`src/rtl/ccrc_cfg.svh`:
```
/*
 * Register offsets, reset values, field positions and frame layout for
 * the clock, sync and range configuration bank.
 * Assumes inclusion by bare name from the package; the bank module only uses its macros.
 */
`ifndef CCRC_CFG_SVH
`define CCRC_CFG_SVH

// Byte addresses on the serial configuration port
`define CCRC_ADDR_CLK_CTRL_A    15'h002a
`define CCRC_ADDR_CLK_CTRL_B    15'h002b
`define CCRC_ADDR_EDGE_POS_0    15'h002c
`define CCRC_ADDR_EDGE_POS_1    15'h002d
`define CCRC_ADDR_EDGE_POS_2    15'h002e
`define CCRC_ADDR_FS_CODE_0     15'h0030
`define CCRC_ADDR_FS_CODE_1     15'h0031
`define CCRC_ADDR_PWR_MODE_1    15'h0037

// Reset values
`define CCRC_RST_CLK_CTRL_A     8'h00
`define CCRC_RST_CLK_CTRL_B     8'h10
`define CCRC_RST_FS_CODE        16'ha000
`define CCRC_RST_PWR_MODE_1     8'h4b

// Field positions
`define CCRC_BIT_SAMPLE_PECL    2
`define CCRC_BIT_SYNC_PECL      1
`define CCRC_BIT_SYNC_INVERT    0
`define CCRC_BIT_ACLK_QUIET     2
`define CCRC_BIT_CLK_QUIET      0

// Power mode codes
`define CCRC_PWR_LOW            8'h46
`define CCRC_PWR_HIGH_PERF      8'h4b

// Serial frame: one direction bit, fifteen address bits, then data bytes
`define CCRC_HDR_LAST           4'hf
`define CCRC_BYTE_LAST          4'h7

`endif

```
`src/rtl/ccrc_pkg.sv`:
```
/*
 * Types shared by the clock, sync and range configuration bank.
 * Assumes the constants header is on the include path.
 */
package ccrc_pkg;

    `include "ccrc_cfg.svh"

    typedef struct packed {
        logic        sample_clock_pecl_select;
        logic        sync_input_pecl_select;
        logic        sync_polarity_invert;
        logic        analog_clock_supply_quiet_en;
        logic        clock_supply_quiet_en;
        logic [15:0] full_scale_code;
        logic [7:0]  power_mode_code;
        logic        power_mode_low;
    } ccrc_ctrl_t;

    typedef struct packed {
        logic sclk;
        logic sen_n;
        logic sdi;
    } ccrc_spi_in_t;

endpackage

```
`src/rtl/ccrc_regs.sv`:
```
/*
 * Clock, sync and range configuration registers behind a serial
 * configuration port, oversampled on mclk.
 * Assumes sclk runs at most mclk/8 and that sync_edge_position comes
 * from core logic on mclk; serial pins and the sync pin are asynchronous.
 */
`timescale 1ns/1ps

module ccrc_regs
    import ccrc_pkg::*;
(
    input  wire logic         mclk,
    input  wire logic         rst_n,
    input  wire ccrc_spi_in_t spi_in,
    output logic              sdo,
    output logic              sdo_oe,
    input  wire logic [23:0]  sync_edge_position,
    input  wire logic         sync_in,
    output logic              sync_aligned,
    output ccrc_ctrl_t        ctrl
);

    logic [2:0]  pin_s1_r;
    logic [2:0]  pin_s2_r;
    logic        sclk_d_r;
    logic        sync_s1_r;
    logic        sync_s2_r;
    logic [14:0] shift_in_r;
    logic [3:0]  bit_cnt_r;
    logic        in_hdr_r;
    logic        rd_dir_r;
    logic [14:0] addr_r;
    logic        load_tx_r;
    logic [7:0]  tx_r;
    logic [7:0]  clk_ctrl_a_r;
    logic [7:0]  clk_ctrl_b_r;
    logic [15:0] fs_code_r;
    logic [7:0]  pwr_mode_r;
    logic        sclk_s;
    logic        sen_n_s;
    logic        sdi_s;
    logic        rise;
    logic        fall;
    logic        byte_done;
    logic        wr_fire;
    logic [7:0]  wr_data;
    logic [7:0]  rd_byte;

    // Two flops on every asynchronous pin
    always_ff @(posedge mclk or negedge rst_n) begin
        if (!rst_n) begin
            pin_s1_r <= 3'h7;
            pin_s2_r <= 3'h7;
            sclk_d_r <= 1'b1;
        end else begin
            pin_s1_r <= {spi_in.sclk, spi_in.sen_n, spi_in.sdi};
            pin_s2_r <= pin_s1_r;
            sclk_d_r <= pin_s2_r[2];
        end
    end

    assign sclk_s    = pin_s2_r[2];
    assign sen_n_s   = pin_s2_r[1];
    assign sdi_s     = pin_s2_r[0];
    assign rise      = sclk_s & ~sclk_d_r & ~sen_n_s;
    assign fall      = ~sclk_s & sclk_d_r & ~sen_n_s;
    assign byte_done = rise & ~in_hdr_r & (bit_cnt_r == `CCRC_BYTE_LAST);
    assign wr_fire   = byte_done & ~rd_dir_r;
    assign wr_data   = {shift_in_r[6:0], sdi_s};

    // Frame sequencing: header, then bytes with ascending address
    // Partial byte at frame end is dropped
    always_ff @(posedge mclk or negedge rst_n) begin
        if (!rst_n) begin
            shift_in_r <= 15'h0000;
            bit_cnt_r  <= 4'h0;
            in_hdr_r   <= 1'b1;
            rd_dir_r   <= 1'b0;
            addr_r     <= 15'h0000;
            load_tx_r  <= 1'b0;
        end else begin
            load_tx_r <= 1'b0;
            if (sen_n_s) begin
                bit_cnt_r <= 4'h0;
                in_hdr_r  <= 1'b1;
            end else if (rise) begin
                shift_in_r <= {shift_in_r[13:0], sdi_s};
                bit_cnt_r  <= bit_cnt_r + 4'h1;
                if (in_hdr_r && bit_cnt_r == `CCRC_HDR_LAST) begin
                    rd_dir_r  <= shift_in_r[14];
                    addr_r    <= {shift_in_r[13:0], sdi_s};
                    in_hdr_r  <= 1'b0;
                    bit_cnt_r <= 4'h0;
                    load_tx_r <= 1'b1;
                end else if (byte_done) begin
                    addr_r    <= addr_r + 15'h0001;
                    bit_cnt_r <= 4'h0;
                    load_tx_r <= 1'b1;
                end
            end
        end
    end

    // Read mux; unmapped addresses read zero
    // Position status has no write path
    always_comb begin
        unique case (addr_r)
            `CCRC_ADDR_CLK_CTRL_A: rd_byte = clk_ctrl_a_r;
            `CCRC_ADDR_CLK_CTRL_B: rd_byte = clk_ctrl_b_r;
            `CCRC_ADDR_EDGE_POS_0: rd_byte = sync_edge_position[7:0];
            `CCRC_ADDR_EDGE_POS_1: rd_byte = sync_edge_position[15:8];
            `CCRC_ADDR_EDGE_POS_2: rd_byte = sync_edge_position[23:16];
            `CCRC_ADDR_FS_CODE_0:  rd_byte = fs_code_r[7:0];
            `CCRC_ADDR_FS_CODE_1:  rd_byte = fs_code_r[15:8];
            `CCRC_ADDR_PWR_MODE_1: rd_byte = pwr_mode_r;
            default:               rd_byte = 8'h00;
        endcase
    end

    // Serial output shifts on falling sclk, driven only in a read frame
    always_ff @(posedge mclk or negedge rst_n) begin
        if (!rst_n) begin
            tx_r   <= 8'h00;
            sdo    <= 1'b0;
            sdo_oe <= 1'b0;
        end else begin
            sdo_oe <= ~sen_n_s & ~in_hdr_r & rd_dir_r;
            // Load one cycle after the address update settles the mux
            if (load_tx_r) begin
                tx_r <= rd_byte;
            end else if (fall && !in_hdr_r && rd_dir_r) begin
                sdo  <= tx_r[7];
                tx_r <= {tx_r[6:0], 1'b0};
            end
        end
    end

    // Whole bytes stored, reserved bits included
    always_ff @(posedge mclk or negedge rst_n) begin
        if (!rst_n) begin
            clk_ctrl_a_r <= `CCRC_RST_CLK_CTRL_A;
        end else if (wr_fire && addr_r == `CCRC_ADDR_CLK_CTRL_A) begin
            clk_ctrl_a_r <= wr_data;
        end
    end

    // Supply noise suppression enables
    always_ff @(posedge mclk or negedge rst_n) begin
        if (!rst_n) begin
            clk_ctrl_b_r <= `CCRC_RST_CLK_CTRL_B;
        end else if (wr_fire && addr_r == `CCRC_ADDR_CLK_CTRL_B) begin
            clk_ctrl_b_r <= wr_data;
        end
    end

    // Range code in two byte halves
    always_ff @(posedge mclk or negedge rst_n) begin
        if (!rst_n) begin
            fs_code_r <= `CCRC_RST_FS_CODE;
        end else if (wr_fire && addr_r == `CCRC_ADDR_FS_CODE_0) begin
            fs_code_r[7:0] <= wr_data;
        end else if (wr_fire && addr_r == `CCRC_ADDR_FS_CODE_1) begin
            fs_code_r[15:8] <= wr_data;
        end
    end

    // Mode code; reserved codes kept as written
    always_ff @(posedge mclk or negedge rst_n) begin
        if (!rst_n) begin
            pwr_mode_r <= `CCRC_RST_PWR_MODE_1;
        end else if (wr_fire && addr_r == `CCRC_ADDR_PWR_MODE_1) begin
            pwr_mode_r <= wr_data;
        end
    end

    // Registered control outputs toward the core
    always_ff @(posedge mclk or negedge rst_n) begin
        if (!rst_n) begin
            ctrl <= '0;
        end else begin
            ctrl.sample_clock_pecl_select     <= clk_ctrl_a_r[`CCRC_BIT_SAMPLE_PECL];
            ctrl.sync_input_pecl_select       <= clk_ctrl_a_r[`CCRC_BIT_SYNC_PECL];
            ctrl.sync_polarity_invert         <= clk_ctrl_a_r[`CCRC_BIT_SYNC_INVERT];
            ctrl.analog_clock_supply_quiet_en <= clk_ctrl_b_r[`CCRC_BIT_ACLK_QUIET];
            ctrl.clock_supply_quiet_en        <= clk_ctrl_b_r[`CCRC_BIT_CLK_QUIET];
            ctrl.full_scale_code              <= fs_code_r;
            ctrl.power_mode_code              <= pwr_mode_r;
            ctrl.power_mode_low               <= (pwr_mode_r == `CCRC_PWR_LOW);
        end
    end

    // Sync pin synchronised, then optionally inverted
    // Polarity from the stored bit, in step with ctrl
    always_ff @(posedge mclk or negedge rst_n) begin
        if (!rst_n) begin
            sync_s1_r    <= 1'b0;
            sync_s2_r    <= 1'b0;
            sync_aligned <= 1'b0;
        end else begin
            sync_s1_r    <= sync_in;
            sync_s2_r    <= sync_s1_r;
            sync_aligned <= sync_s2_r ^ clk_ctrl_a_r[`CCRC_BIT_SYNC_INVERT];
        end
    end

endmodule

```
`config.mk`:
```
export PLATFORM = sky130hd
export DESIGN_NAME = ccrc_regs
export DESIGN_NICKNAME = d
export VERILOG_FILES = /design/src/rtl/ccrc_pkg.sv /design/src/rtl/ccrc_regs.sv
export VERILOG_INCLUDE_DIRS = /design/src /design/src/rtl
export SDC_FILE = /design/constraint.sdc
export NUM_CORES = 1
export LEC_CHECK = 0
export BUFFER_PORTS_ARGS = -buffer_cell sky130_fd_sc_hd__buf_2
export CAP_MARGIN = 20
export CELL_PAD_IN_SITES_DETAIL_PLACEMENT = 1
export CELL_PAD_IN_SITES_GLOBAL_PLACEMENT = 2
export CORE_MARGIN = 3
export CORE_UTILIZATION = 42
export DETAILED_ROUTE_END_ITERATION = 8
export GPL_ROUTABILITY_DRIVEN = 0
export PLACE_DENSITY = 0.84
export SKIP_LAST_GASP = 1
export SLEW_MARGIN = 20
export SYNTH_ARGS = -nofsm -noshare
export SYNTH_HDL_FRONTEND = slang
export SYNTH_SLANG_ARGS = --single-unit
```
`constraint.sdc`:
```
create_clock -name mclk -period 3.2 [get_ports mclk]
set_input_delay 0.64 -clock mclk [delete_from_list [all_inputs] [get_ports mclk]]
set_output_delay 0.64 -clock mclk [all_outputs]
set_load 0.01 [all_outputs]
```
==> run_results.csv <==
group,metric,value,unit
setup_path,worst-path-stages,5,
sta,drv_slew,0,
setup_path,cp.arrival,3020,ps
pwr,power_frac_clock,0.513,
run_status,status,"completed",
floorplan,placeableCoreArea,12720,um^2
setup_path,critPathLaunchType,"flop",
pwr,p_per_area,567.0,nW/um^2
setup_path,crit_fanout,10,
setup_path,path_class,"flop to flop",
sta,fin_skew,7.032,ps
setup_path,path_delay_family,"simple AND/OR/NAND/NOR gates",
route,wl,14.54,mm
route,firstDrtPassIters,4,
min_path,hold_class,"input pin to async pin",
synth,async_flop_share,1.000,
synth,synthDominantCellAreaShare,0.5086,
setup_path,crit_slowest_cell,"nor4_1",
sta,hold_viol_final,0,
synth,ys_top_cells_by_area,"dfrtp_1 51%, mux2_2 8.6%, dfstp_2 7.2%",
synth,yosysTopAreaCell,"dfrtp_1",
grt,track_usage,0.2171,
run,maxCapViolCount,0,
synth,synthCells,476,
clock_tree,cts_hold_buf,0,
setup_path,reg2regPathDepth,5,
setup_path,crit_required,3510,ps
synth,synth-seq-cells,127,
setup_path,endpoint_kind,"flop",
grt,met3_usage,0.04864,
clock_tree,clockBufferDepth,2,
synth,synth_sequential_area_ratio,0.5802,
sta,whs,90.97,ps
route,drc_errors,0,
route,vias,4027,
setup_path,critical_path_buf_inv_count,0,
pwr,power.leakage,3.151,nW
sta,fmax,368.9,MHz
route,first_iter_violations,280,
finish,syn2layout_area_growth,19.53,%
grt,grt_start_max_net_pins,68,
clock_tree,htreeDepth,4,
clock_tree,cts_resized,0,
finish,layout-drive-gt1-share,0.3036,
pwr,seqPwrFrac,0.461,
pwr,p_int,0.002850,W
route,wl_per_cell,20.14,um
clock_tree,postCtsSetupBuffers,0,
floorplan,die_h,120.5,um
synth,avgSynthCellArea,11.58,um^2
pwr,p_comb_frac,0.025,
clock_tree,cts_tree,"yes",
grt,overflow,0,
sta,worst_pin_slew,799.0,ps
grt,top_usage_layer,"met2",
clock_tree,clk_latency,430,ps
sta,maxSlewHeadroom,0.4629,
floorplan,row_count,41,
placed_design,hpwl,9.906,mm
pwr,swShare,0.2368,
synth,ys.flop_type,"dfrtp_1",
synth,yosysUniqueCellTypes,50,
placed_design,io_buffers,62,
synth,synth_edf_count,0,
floorplan,ios,63,
sta,min_period,2710,ps
setup_path,slowest_delay,570,ps
sta,setup_violations,0,
floorplan,start_util,0.4331,
finish,antenna_cells,0,
sta,rsz0062_at_grt,"false",
route,routed_via_density,5.578,
route,ant_nets,0,
clock_tree,ctsRootBufferMaster,"clkbuf_16",
clock_tree,cts_buffers,17,
floorplan,die_area,14530,um^2
setup_path,path_cells,"nor4_1 -> and3_1 -> nor2b_1 -> and4b_1 -> mux2_2",
grt,grt_antenna_before_repair,0,
pwr,peakVddDrop,0.2862,mV
pwr,p_sw,0.0008843,W
clock_tree,clock-sinks,127,
sta,timing.final.crit_share,0.8470,
grt,use_met1,0.2788,
finish,final_nets,572,
clock_tree,clk_pin_slew_worst_paths,60,ps
sta,finalSetupTns,0,ps
grt,grt_pass1_wl,23.97,mm
synth,synth_area,5510,um^2
floorplan,dieWidth,120.5,um
grt,met2_usage,0.3542,
synth,ys.warnings.count,0,
grt,grt_pass1_vias,4320,
synth,synth_nets,511,
## through the flow
step	std cells	setup WS [ps]	utilization	power, W	cell area [um^2]
2_1_floorplan	476	1079	-	0.001736	5510
3_3_place_gp	690	638.6	0.4709	0.001841	5991
3_5_place_dp	690	529.9	0.4709	0.001849	5991
4_1_cts	722	502.8	0.5177	0.003772	6586
5_1_grt	722	364.9	0.5177	0.003883	6586
6_report	722	489.5	0.5177	0.003734	6586
## metal layers
metal / routed length (um) / share of wire
met1: 6468 / 0.44
met2: 7220 / 0.50
met3: 482 / 0.033
met4: 366 / 0.025
met5: 0 / 0
## state kept, by name, summed over array words and instances, names as in the netlist, 8 cells and up
name          count
pwr_mode_r        8
fs_code_r        16
tx_r              8
addr_r           15
ctrl             30
shift_in_r       15
clk_ctrl_a_r      8
clk_ctrl_b_r      8
## path summary, 6_finish.rpt
kind / from / slack, ps / endpoint
worst max-delay path: addr_r[8] / 490 / fs_code_r[14]
worst min-delay path: rst_n / 90 / ctrl[13]
worst max register to register: addr_r[8] / 490 / fs_code_r[14]
worst min register to register: sync_s1_r / 350 / sync_s2_r
max in group asynchronous: rst_n / 2260 / shift_in_r[13]
min in group mclk: spi_in[0] / 310 / pin_s1_r[0]
## power groups by stage
stage	registers (W)	logic, W	clock network [W]
3_5_place_dp	0.00175	0.0000971	0
3_3_place_gp	0.00175	0.0000927	0
6_report	0.00172	0.0000938	0.00192
4_1_cts	0.00172	0.0000980	0.00195
5_1_grt	0.00173	0.000110	0.00204
2_1_floorplan	0.00170	0.0000314	0
## cells by family (layout without fill, tap and decap cells)
logic type	after synthesis	in the layout	share of synthesized area
muxes	50	50	0.1004
buffers and inverters	33	107	0.02475
AOI/OAI and AO/OA	106	106	0.1360
DFF	127	127	0.5802
and+or+nand+nor	152	152	0.1426
adders and majority gates	5	5	0.01135
xor gates and xnor gates	3	3	0.004769
## cell usage after synthesis (2+ instances only)
library cell and n:
a21oi_1 20, a22o_1 14, a22oi_1 25, a2bb2oi_1 3, a311oi_1 2, a31oi_1 2
and2_1 3, and3_1 3, and4_1 2, buf_1 4, buf_2 4, clkbuf_1 17
dfrtp_1 112, dfstp_2 15, ha_1 5, inv_1 7, mux2_2 42, mux2i_1 8
nand2_1 73, nand2b_1 2, nand3_1 14, nand3b_1 4, nand4_1 5, nor2_1 18
nor2b_1 4, nor3_1 7, nor3b_1 2, nor4_1 2, nor4_4 2, o21ai_0 14
o22ai_1 7, o2bb2ai_1 14, xor2_1 3
## layout by cell type, fill, tap and decap left out, types with 15 or more instances in the layout
cell and n:
nor2_1 18, a22oi_1 25, dfstp_2 15, dfrtp_1 112
nand2_1 73, mux2_2 42, buf_2 61, clkbuf_16 17
a21oi_1 20
## area by class of cell
| cell class | count | area (um^2) |
|---|---|---|
| clock inverters | 14 | 156.4 |
| fillers | 1395 | 6136 |
| flip-flops and latches | 127 | 3197 |
| inverters | 7 | 26.28 |
| multi-input cells | 316 | 2182 |
| well taps | 172 | 215.2 |
| clock buffers | 18 | 439.2 |
| repair buffers | 68 | 370.4 |
No activity file was read; power rests on OpenSTA's default activity.
